`config.mk`:
```
export PLATFORM = sky130hd
export DESIGN_NAME = home_return_sequencer
export DESIGN_NICKNAME = d
export VERILOG_FILES = /design/src/home_pkg.sv /design/src/home_return_sequencer.sv /design/src/edge_sync.sv
export SDC_FILE = /design/constraint.sdc
export NUM_CORES = 1
export LEC_CHECK = 0
export BUFFER_PORTS_ARGS = -buffer_cell sky130_fd_sc_hd__buf_4
export CAP_MARGIN = 20
export CORE_UTILIZATION = 50
export DETAILED_ROUTE_END_ITERATION = 16
export PLACE_DENSITY = 0.69
export SYNTH_ARGS = -nofsm -noshare
export SYNTH_HDL_FRONTEND = slang
export SYNTH_HIERARCHICAL = 1
export SYNTH_SLANG_ARGS = --single-unit
```
`constraint.sdc`:
```
create_clock -name mclk -period 6.1 [get_ports mclk]
set_clock_uncertainty 0.05 [all_clocks]
set_input_delay 1.83 -clock mclk [delete_from_list [all_inputs] [get_ports mclk]]
set_output_delay 1.83 -clock mclk [all_outputs]
set_load 0.1 [all_outputs]
```
`src/home_pkg.sv`:
```
// Shared types and constants for the home position return sequencer.
// Assumes a single 40 MHz clock domain.
`default_nettype none
package home_pkg;
  localparam int POS_W = 32;
  localparam int CW_W = 16;
  // Control word bit that requests a home position return.
  localparam int CW_HOME_BIT = 4;
  localparam int CLK_PERIOD_NS = 25;
  // Stall must persist this long before the stopper position is accepted.
  localparam int STOP_DWELL_NS = 2000;
  localparam int STOP_DWELL_CYC =
    ((STOP_DWELL_NS + CLK_PERIOD_NS - 1) / CLK_PERIOD_NS) < 1 ? 1 :
    ((STOP_DWELL_NS + CLK_PERIOD_NS - 1) / CLK_PERIOD_NS);
  localparam int DWELL_W = $clog2(STOP_DWELL_CYC + 1);
  // Method numbers are negative; the reverse twin is the forward one minus 32.
  localparam logic [7:0] REV_OFFSET = 8'h20;
  localparam logic [7:0] M_DOG_REAR_Z = 8'h01;
  localparam logic [7:0] M_COUNT_Z = 8'h02;
  localparam logic [7:0] M_STOPPER = 8'h04;
  localparam logic [7:0] M_DOG_REAR_REF = 8'h06;
  localparam logic [7:0] M_COUNT_FRONT = 8'h07;
  localparam logic [7:0] M_CRADLE = 8'h08;
  localparam logic [7:0] M_LAST_Z = 8'h09;
  localparam logic [7:0] M_DOG_FRONT_REF = 8'h0A;
  localparam logic [7:0] M_DOGLESS_Z = 8'h0B;
  localparam logic [POS_W-1:0] HOME_POS_RST = 32'h0000_0000;

  typedef enum logic [3:0] {
    k_dog_rear_z, k_count_z, k_stopper, k_dog_rear_ref, k_count_front,
    k_cradle, k_last_z, k_dog_front_ref, k_dogless_z, k_bad
  } method_kind_t;

  typedef struct packed {
    logic run;      // Axis is commanded to move.
    logic positive; // 1: forward (CCW), 0: reverse (CW).
    logic creep;    // 1: creep speed, 0: homing speed.
  } motion_cmd_t;

  typedef struct packed {
    logic busy;        // Homing sequence in progress.
    logic home_valid;  // Home position established.
    logic home_pulse;  // One cycle when home is set.
    logic bad_method;  // Last start carried an unsupported method.
  } home_status_t;
endpackage : home_pkg
`default_nettype wire

```
`src/home_return_sequencer.sv`:
```
// Home position return sequencer for one servo axis.
// Assumes the controller word, method, encoder position and stall flag come
// from logic on mclk; the dog switch and index pulse are raw pins.
`default_nettype none
module home_return_sequencer
  import home_pkg::*;
(
  input wire logic mclk,                       // 40 MHz system clock.
  input wire logic nrst,                       // Asynchronous reset, active low.
  input wire logic [CW_W-1:0] ctrl_word,       // Control word from controller.
  input wire logic signed [7:0] method_code,   // Homing method number.
  input wire logic abs_mode,                   // 1: absolute position detection.
  input wire logic abs_home_kept,              // Homed state held by backed-up encoder.
  input wire logic dog_pin,                    // Proximity dog switch pin.
  input wire logic index_pin,                  // Encoder Z-phase pin.
  input wire logic stalled,                    // Torque limit reached, axis halted.
  input wire logic signed [POS_W-1:0] enc_pos, // Current machine position.
  input wire logic [POS_W-1:0] post_dog_dist,  // Travel distance after dog.
  input wire logic [POS_W-1:0] shift_dist,     // Home position shift distance.
  output motion_cmd_t motion,                  // Motion command to the drive.
  output home_status_t status,                 // Homing status.
  output logic signed [POS_W-1:0] home_pos     // Machine position taken as home.
);
  typedef enum logic [3:0] {
    s_idle, s_seek, s_rear, s_back, s_dist, s_zseek, s_press, s_done
  } state_t;

  state_t state_reg;
  method_kind_t kind_reg;
  method_kind_t kind_next;
  logic rev_next;
  logic start_prev_reg;
  logic start_rise;
  logic start_lvl;
  logic after_z_reg;
  logic strap_done_reg;
  logic [POS_W-1:0] dist_reg;
  logic signed [POS_W-1:0] ref_reg;
  logic signed [POS_W-1:0] moved;
  logic [POS_W-1:0] moved_abs;
  logic [DWELL_W-1:0] dwell_reg;
  logic dog_lvl;
  logic dog_rise;
  logic dog_fall;
  logic z_rise;
  logic dist_reached;
  logic set_home;

  // Both pins pass the three-stage filter, so their edge pulses trail the
  // pin by about four cycles; positions are latched when the pulse arrives.
  edge_sync dog_sync (
    .mclk(mclk),
    .nrst(nrst),
    .pin(dog_pin),
    .level(dog_lvl),
    .rise(dog_rise),
    .fall(dog_fall)
  );

  edge_sync idx_sync (
    .mclk(mclk),
    .nrst(nrst),
    .pin(index_pin),
    .level(),
    .rise(z_rise),
    .fall()
  );

  // Method number decode: magnitude 1..11 is forward, 33..42 is reverse.
  always_comb
  begin
    logic [7:0] mag;
    logic [7:0] base;
    mag = 8'(-method_code);
    base = mag;
    rev_next = mag > REV_OFFSET;
    if (rev_next)
      base = 8'(mag - REV_OFFSET);
    case (base)
      M_DOG_REAR_Z: kind_next = k_dog_rear_z;
      M_COUNT_Z: kind_next = k_count_z;
      M_STOPPER: kind_next = k_stopper;
      M_DOG_REAR_REF: kind_next = k_dog_rear_ref;
      M_COUNT_FRONT: kind_next = k_count_front;
      M_CRADLE: kind_next = k_cradle;
      M_LAST_Z: kind_next = k_last_z;
      M_DOG_FRONT_REF: kind_next = k_dog_front_ref;
      M_DOGLESS_Z: kind_next = rev_next ? k_bad : k_dogless_z;
      default: kind_next = k_bad;
    endcase
    if (method_code >= 8'sh00)
      kind_next = k_bad;
  end

  assign start_lvl = ctrl_word[CW_HOME_BIT];
  assign start_rise = start_lvl && !start_prev_reg;
  // Travel is measured as a magnitude from the latched reference, so one
  // compare serves both directions.
  assign moved = enc_pos - ref_reg;
  assign moved_abs = moved[POS_W-1] ? POS_W'(-moved) : POS_W'(moved);
  assign dist_reached = moved_abs >= dist_reg;
  assign set_home = (state_reg == s_done);

  always_ff @(posedge mclk or negedge nrst)
  begin
    if (!nrst)
      start_prev_reg <= 1'b0;
    else
      start_prev_reg <= start_lvl;
  end

  // Sequencer. Dropping the start bit before s_done aborts and leaves home incomplete.
  always_ff @(posedge mclk or negedge nrst)
  begin
    if (!nrst)
    begin
      state_reg <= s_idle;
      kind_reg <= k_bad;
      after_z_reg <= 1'b0;
      dist_reg <= '0;
      ref_reg <= '0;
      dwell_reg <= '0;
    end
    else if (state_reg != s_idle && !start_lvl)
      state_reg <= s_idle;
    else
    begin
      case (state_reg)
        s_idle:
        begin
          after_z_reg <= 1'b0;
          dwell_reg <= '0;
          if (start_rise)
          begin
            kind_reg <= kind_next;
            if (kind_next == k_stopper)
              state_reg <= s_press;
            else if (kind_next == k_dogless_z)
              state_reg <= s_zseek;
            else if (kind_next != k_bad)
              state_reg <= s_seek;
          end
        end
        s_seek:
          if (dog_rise)
          begin
            ref_reg <= enc_pos;
            case (kind_reg)
              k_dog_rear_z, k_dog_rear_ref: state_reg <= s_rear;
              k_last_z: state_reg <= s_back;
              k_cradle: state_reg <= s_zseek;
              k_count_z:
              begin
                dist_reg <= post_dog_dist;
                state_reg <= s_dist;
              end
              default:
              begin
                dist_reg <= POS_W'(post_dog_dist + shift_dist);
                state_reg <= s_dist;
              end
            endcase
          end
        s_rear:
          if (dog_fall)
          begin
            ref_reg <= enc_pos;
            if (kind_reg == k_dog_rear_ref)
            begin
              dist_reg <= POS_W'(post_dog_dist + shift_dist);
              state_reg <= s_dist;
            end
            else
              state_reg <= s_zseek;
          end
        s_back:
          // Wait until the dog is fully left, so an index mark under the dog
          // is never taken as home.
          if (!dog_lvl)
            state_reg <= s_zseek;
        s_dist:
          if (dist_reached)
          begin
            if (kind_reg == k_count_z && !after_z_reg)
              state_reg <= s_zseek;
            else
              state_reg <= s_done;
          end
        s_zseek:
          if (z_rise)
          begin
            after_z_reg <= 1'b1;
            ref_reg <= enc_pos;
            if (kind_reg == k_cradle)
              state_reg <= s_done;
            else
            begin
              dist_reg <= shift_dist;
              state_reg <= s_dist;
            end
          end
        s_press:
          // Any release of the stall restarts the dwell, so a brief torque
          // peak while accelerating is not mistaken for the stopper.
          if (!stalled)
            dwell_reg <= '0;
          else if (dwell_reg == DWELL_W'(STOP_DWELL_CYC - 1))
            state_reg <= s_done;
          else
            dwell_reg <= DWELL_W'(dwell_reg + 1'b1);
        s_done:
          state_reg <= s_idle;
        default:
          state_reg <= s_idle;
      endcase
    end
  end

  // Motion command follows the state; direction and speed per phase.
  always_ff @(posedge mclk or negedge nrst)
  begin
    if (!nrst)
      motion <= '0;
    else
    begin
      case (state_reg)
        s_idle:
        begin
          motion.run <= 1'b0;
          motion.creep <= 1'b0;
          if (start_rise)
            motion.positive <= !rev_next;
        end
        s_seek:
        begin
          motion.run <= 1'b1;
          motion.creep <= dog_rise && kind_reg != k_dog_front_ref;
          if (dog_rise && kind_reg == k_last_z)
            motion.positive <= !motion.positive;
        end
        s_rear, s_back, s_dist, s_zseek, s_press:
        begin
          motion.run <= !(state_reg == s_dist && dist_reached) &&
                        !(state_reg == s_zseek && z_rise && kind_reg == k_cradle);
          motion.creep <= 1'b1;
        end
        default:
        begin
          motion.run <= 1'b0;
          motion.creep <= 1'b0;
        end
      endcase
      if (state_reg != s_idle && !start_lvl)
        motion.run <= 1'b0;
    end
  end

  // Strap capture one cycle after reset release; reset itself loses home.
  always_ff @(posedge mclk or negedge nrst)
  begin
    if (!nrst)
      strap_done_reg <= 1'b0;
    else
      strap_done_reg <= 1'b1;
  end

  // A start needs s_idle and set_home needs s_done, so the two never meet.
  always_ff @(posedge mclk or negedge nrst)
  begin
    if (!nrst)
    begin
      status <= '0;
      home_pos <= HOME_POS_RST;
    end
    else
    begin
      status.busy <= state_reg != s_idle && state_reg != s_done && start_lvl;
      status.home_pulse <= set_home;
      if (!strap_done_reg)
        status.home_valid <= abs_mode && abs_home_kept;
      else if (set_home)
        status.home_valid <= 1'b1;
      else if (state_reg == s_idle && start_rise)
        status.home_valid <= 1'b0;
      if (set_home)
        home_pos <= enc_pos;
      if (state_reg == s_idle && start_rise)
        status.bad_method <= kind_next == k_bad;
    end
  end
endmodule : home_return_sequencer
`default_nettype wire

```
`src/edge_sync.sv`:
```
// Three-stage synchroniser for a pin input, with rise and fall pulses.
// Assumes the pin is asynchronous to mclk.
`default_nettype none
module edge_sync
  import home_pkg::*;
(
  input wire logic mclk,     // System clock.
  input wire logic nrst,     // Asynchronous reset, active low.
  input wire logic pin,      // Raw pin level.
  output logic level,        // Filtered level.
  output logic rise,         // One-cycle pulse on 0 to 1.
  output logic fall          // One-cycle pulse on 1 to 0.
);
  logic s1_reg;
  logic s2_reg;
  logic s3_reg;

  always_ff @(posedge mclk or negedge nrst)
  begin
    if (!nrst)
    begin
      s1_reg <= 1'b0;
      s2_reg <= 1'b0;
      s3_reg <= 1'b0;
    end
    else
    begin
      s1_reg <= pin;
      s2_reg <= s1_reg;
      s3_reg <= s2_reg;
    end
  end

  // A change is accepted only once the second and third stages agree.
  always_ff @(posedge mclk or negedge nrst)
  begin
    if (!nrst)
    begin
      level <= 1'b0;
      rise <= 1'b0;
      fall <= 1'b0;
    end
    else
    begin
      rise <= (s2_reg == s3_reg) && s3_reg && !level;
      fall <= (s2_reg == s3_reg) && !s3_reg && level;
      if (s2_reg == s3_reg)
        level <= s3_reg;
    end
  end
endmodule : edge_sync
`default_nettype wire

```
[Word level (Yosys, flattened, before mapping)]
Index checks and enable logic that the tools add are counted.
Storage, ports and cells
  flip-flop bits (word level): 132
  input port bits: 127
  word-level logic and storage cells: 178
Cells by class
  add/sub/neg operators: 6
  $lt $le $gt $ge: 3
  equal/unequal tests: 48
  multiplexer cells: 47
  bitwise gates (word level): 1
  reduce and logical (&&, ||, !) cells: 46
Operator list (number)
  32-bit 2-to-1 mux: 9
  32-bit case mux with 3 select lines: 2
  32-bit case mux with 2 select lines: 1
  4-bit 2-to-1 mux: 13
  4-bit case mux with 9 select lines: 1
  32-bit adder: 1
  8-bit by 4-bit equality test with 1-bit output (second input constant): 4
  32-bit >= comparator: 1
  32-bit negation: 1
  32-bit subtractor: 1
  4-bit case mux with 7 select lines: 1
  4-bit by 3-bit equality test with 1-bit output (second input constant): 6
  8-bit by 3-bit equality test with 1-bit output (second input constant): 3
  1-bit logical AND: 19
  4-bit by 2-bit equality test with 1-bit output (second input constant): 4
  3-bit != test (second input constant): 5
  7-bit 2-to-1 mux: 2
  7-bit case mux with 2 select lines: 1
  3-bit AND reduction: 4
  1-bit logical NOT: 10
  2-bit != test (second input constant): 5
  1-bit 2-to-1 mux: 9
  3-bit by 2-bit != test with 1-bit output (second input constant): 3
  3-bit case mux with 3 select lines: 1
  30 further kinds: 44

[Logic depth before layout (Yosys ltp)]
  depth in word-level cells: 13
  depth in mapped cells: 25

[Hierarchy]
Netlist, hierarchy kept.
By module, submodules not included
  home_return_sequencer: times used 1, cells each 1373, area each 10610.2 µm², seq. area each 3005.4 µm²
  edge_sync: times used 2, cells each 13, area each 210.2 µm², seq. area each 150.1 µm²

[Worst setup path before layout]
Ideal clock, no wire load.
  kind: input to register
  start: input enc_pos[0]
  end: register state_reg[0]
  setup time: 0.081 ns
  arrival: 6.881 ns
  required time: 5.969 ns
  slack: -0.912 ns
  cell stages on the path: 21
  buffers on the path: 0
  cell sequence: inv_1 ha_1 inv_1 fa_1 a211oi_1 o211ai_1 a21boi_1 xnor2_1 a2111oi_4 nand4_2 or4_4 o41ai_2 xnor2_1 ha_1 a21o_1 a21o_1 a21oi_1 nor4bb_1 o21ai_0 o311ai_0 mux2i_1
On the way
  longest elaborated chain between the ends: 6
RTL lines
  start, declared: RTL line home_return_sequencer.sv:17  | input wire logic signed [POS_W-1:0] enc_pos,
  32-bit subtractor (*): RTL line home_return_sequencer.sv:99  | assign moved = enc_pos - ref_reg;
  32-bit negation: RTL line home_return_sequencer.sv:100  | assign moved_abs = moved[POS_W-1] ? POS_W'(-moved) : POS_W'(moved);
  32-bit 2-to-1 mux (*): RTL line home_return_sequencer.sv:100
  32-bit >= comparator (*): RTL line home_return_sequencer.sv:101  | assign dist_reached = moved_abs >= dist_reg;
  3-bit by 2-bit != test with 1-bit output (no source line) (*)
  9-bit AND reduction (no source line) (*)
  end signal, assigned: RTL line home_return_sequencer.sv:117  | state_reg <= s_idle;
  end signal, assigned: RTL line home_return_sequencer.sv:125  | state_reg <= s_idle;
  end signal, assigned: RTL line home_return_sequencer.sv:137  | state_reg <= s_press;
  end, declared: RTL line home_return_sequencer.sv:28  | state_t state_reg;
Every way passes the cells marked *; elsewhere a longest branch is shown, timed or not.
A chain may end at the register's enable or synchronous reset.

[Worst setup path in the final report]
  start: input enc_pos[4]
  end: register state_reg[2]
The elaborated chain is that of the path after synthesis.

==> flow_metrics.env <==
export IMPL_outcome="finished, violations left"
export IMPL_violations="negative setup slack"
export IMPL_grt_pass1_wl_mm=49.6
export IMPL_path_depth=25
export IMPL_ir_drop_v=0.000294
export IMPL_first_pass_iters=7
export IMPL_fmax_ghz=0.157
export IMPL_crit_slowest_cell="nor4bb_4"
export IMPL_num_rows=53
export IMPL_wl_mm=30.2
export IMPL_timing_hold_ws_ps=303
export IMPL_rsz0062_at_grt="true"
export IMPL_reg2reg_depth=25
export IMPL_crit_family="compound AO/OA/AOI/OAI gates"
export IMPL_clock_sink_count=131
export IMPL_finalSetupViolCount=3
export IMPL_slew_viol_final=0
export IMPL_maxCapViolCount=0
export IMPL_dieArea_um2=22600
export IMPL_p_per_area_nw_per_um2=401
export IMPL_globalplace_congestion=0.905
export IMPL_tritoncts="done"
export IMPL_grt_max_degree=96
export IMPL_drc=0
export IMPL_netlist_area_um2=11000
export IMPL_hold_buffers=0
export IMPL_drt_iter0_markers=549
export IMPL_slowest_delay_ps=390
export IMPL_fin_ws_ps=-258
export IMPL_grt_usage=0.271
export IMPL_yosys_warnings=6
export IMPL_cts_made_buffers=17
export IMPL_holdPathStages=0
export IMPL_core_area_um2=21300
export IMPL_drive_gt1_frac=0.255
export IMPL_relSlewSlack=0.413
export IMPL_finalHoldViolations=0
export IMPL_required_ps=6390
export IMPL_crit_path_max_fanout=8
export IMPL_setup_worst_path_start_class="input port"
export IMPL_root_buffer="clkbuf_16"
export IMPL_syn_mean_instance_area_um2=7.87
export IMPL_ant_nets=0
export IMPL_multi_input_area_um2=7490
export IMPL_die_y_um=150
export IMPL_path_buf_inv=3
export IMPL_dpl_cell_area_um2=13600
export IMPL_timing_final_crit_period_ps=6360
export IMPL_avgViaCountPerCell=5.67
export IMPL_insertedDiodeCount=0
export IMPL_p_leak_nw=6.93
export IMPL_crit_path_end_kind="register"
export IMPL_wl_per_cell_um=15.2
export IMPL_fillers=1729
export IMPL_grt_pass1_vias=11000
export IMPL_clkSlewWorstSetupHoldPaths_ps=60
export IMPL_place_hpwl_mm=22.4
export IMPL_synth_fp_nets=1627
export IMPL_cts_buffer_depth=2
export IMPL_crit_top_cell="a21o_1"
export IMPL_critPathKind="input port to register"
export IMPL_hold_path_class="register to register"
export IMPL_htreeDepth=4
export IMPL_fin_crit_sh=1.04
export IMPL_area_delta_synth_final_pct=32.4
export IMPL_arrival_ps=6650
export IMPL_netlist_instances=1397
export IMPL_ios=166
export IMPL_seq_area_um2=3280
export IMPL_final_cell_area_um2=14600
export IMPL_initial_core_util=0.517
export IMPL_antenna_found_initial=0
export IMPL_vias=11200
export IMPL_die_w_um=150
export IMPL_io_buffer_count=150
export IMPL_gr_total_overflow=0
export IMPL_nets=1922
export IMPL_worstSkewPairLatency_ps=430
export IMPL_worst_pin_slew_ps=878
-- cell type report --
class,instances,share of cell area
Inverter,95,0.0245
Sequential cell,131,0.225
Tap cell,275,0.0236
Clock inverter,13,0.0103
Clock buffer,19,0.0304
Timing Repair Buffer,330,0.171
Multi-Input combinational cell,1117,0.514
-- timing repair --
item,CTS,global route
gates resized for setup,24,22
endpoints found under the setup margin,4,4
pin swaps,9,18
buffers inserted,6,10
hold endpoints to repair,0,0
-- cell usage in the layout (no fill, tap or decap), drive strengths merged, types with 8 or more instances in the layout --
master,n
buf,330
nand2,229
dfrtp,129
o21ai,124
a21oi,112
ha,101
inv,97
nor2,86
xnor2,51
nand3,37
a21o,32
xor2,30
nor3,29
a22oi,23
and3,23
clkbuf,19
nand2b,18
a31oi,17
o211ai,16
nand4,15
o31ai,15
a211oi,14
mux2i,13
nor2b,12
a2111oi,8
-- worst register-to-register path, delay by kind of cell (launching register included) --
kind | cells | cell delay, ps
XOR/XNOR | 2 | 330
multiplexers | 1 | 190
AO/OA/AOI/OAI | 12 | 2280
buffers and inverters | 3 | 450
AND/OR/NAND/NOR | 5 | 1020
flip-flops | 1 | 360
adder cells (fa/ha/maj) | 2 | 510
-- metal layers --
layer / up-vias / wire length, µm / GRT usage / part of all wire
met2: 252 / 15100 / 0.476 / 0.50
met3: 48 / 1160 / 0.0448 / 0.038
met1: 5327 / 13300 / 0.337 / 0.44
li1: 5601 / - / - / -
met4: 0 / 612 / 0.0854 / 0.020
met5: - / 0 / 0 / 0
-- metrics by stage --
stage,TNS (ps),setup WS [ps],util,instances,power [mW]
finish,-737,-258,0.684,1980,5.83
global route,-1790,-553,0.684,1980,6.28
CTS,-577,-236,0.675,1970,5.67
detailed placement,-3420,-957,0.638,1933,4.43
global placement,-2800,-771,0.638,1933,4.33
floorplan,-736,-254,-,1397,3.21
-- path summary, 6_finish.rpt --
kind                                            from                   endpoint  slack [ps]
max in group asynchronous                       nrst    ref_reg[25]$_DFFE_PN0P_        3500
min reg2reg                idx_sync/s1_reg$_DFF_PN0_  idx_sync/s2_reg$_DFF_PN0_         300
min in group asynchronous                       nrst   dist_reg[26]$_DFFE_PN0P_        1440
min                        idx_sync/s1_reg$_DFF_PN0_  idx_sync/s2_reg$_DFF_PN0_         300
max reg2reg                   ref_reg[4]$_DFFE_PN0P_   state_reg[2]$_DFFE_PN0P_         810
max                                       enc_pos[4]   state_reg[2]$_DFFE_PN0P_        -260
-- power breakdown --
part | internal [mW] | switching, mW | total [mW]
clock network | 0.619 | 0.417 | 1.04
registers | 1.01 | 0.0526 | 1.07
logic | 1.86 | 1.87 | 3.73
total | 3.49 | 2.34 | 5.83
No activity file was read; power rests on OpenSTA's default activity.
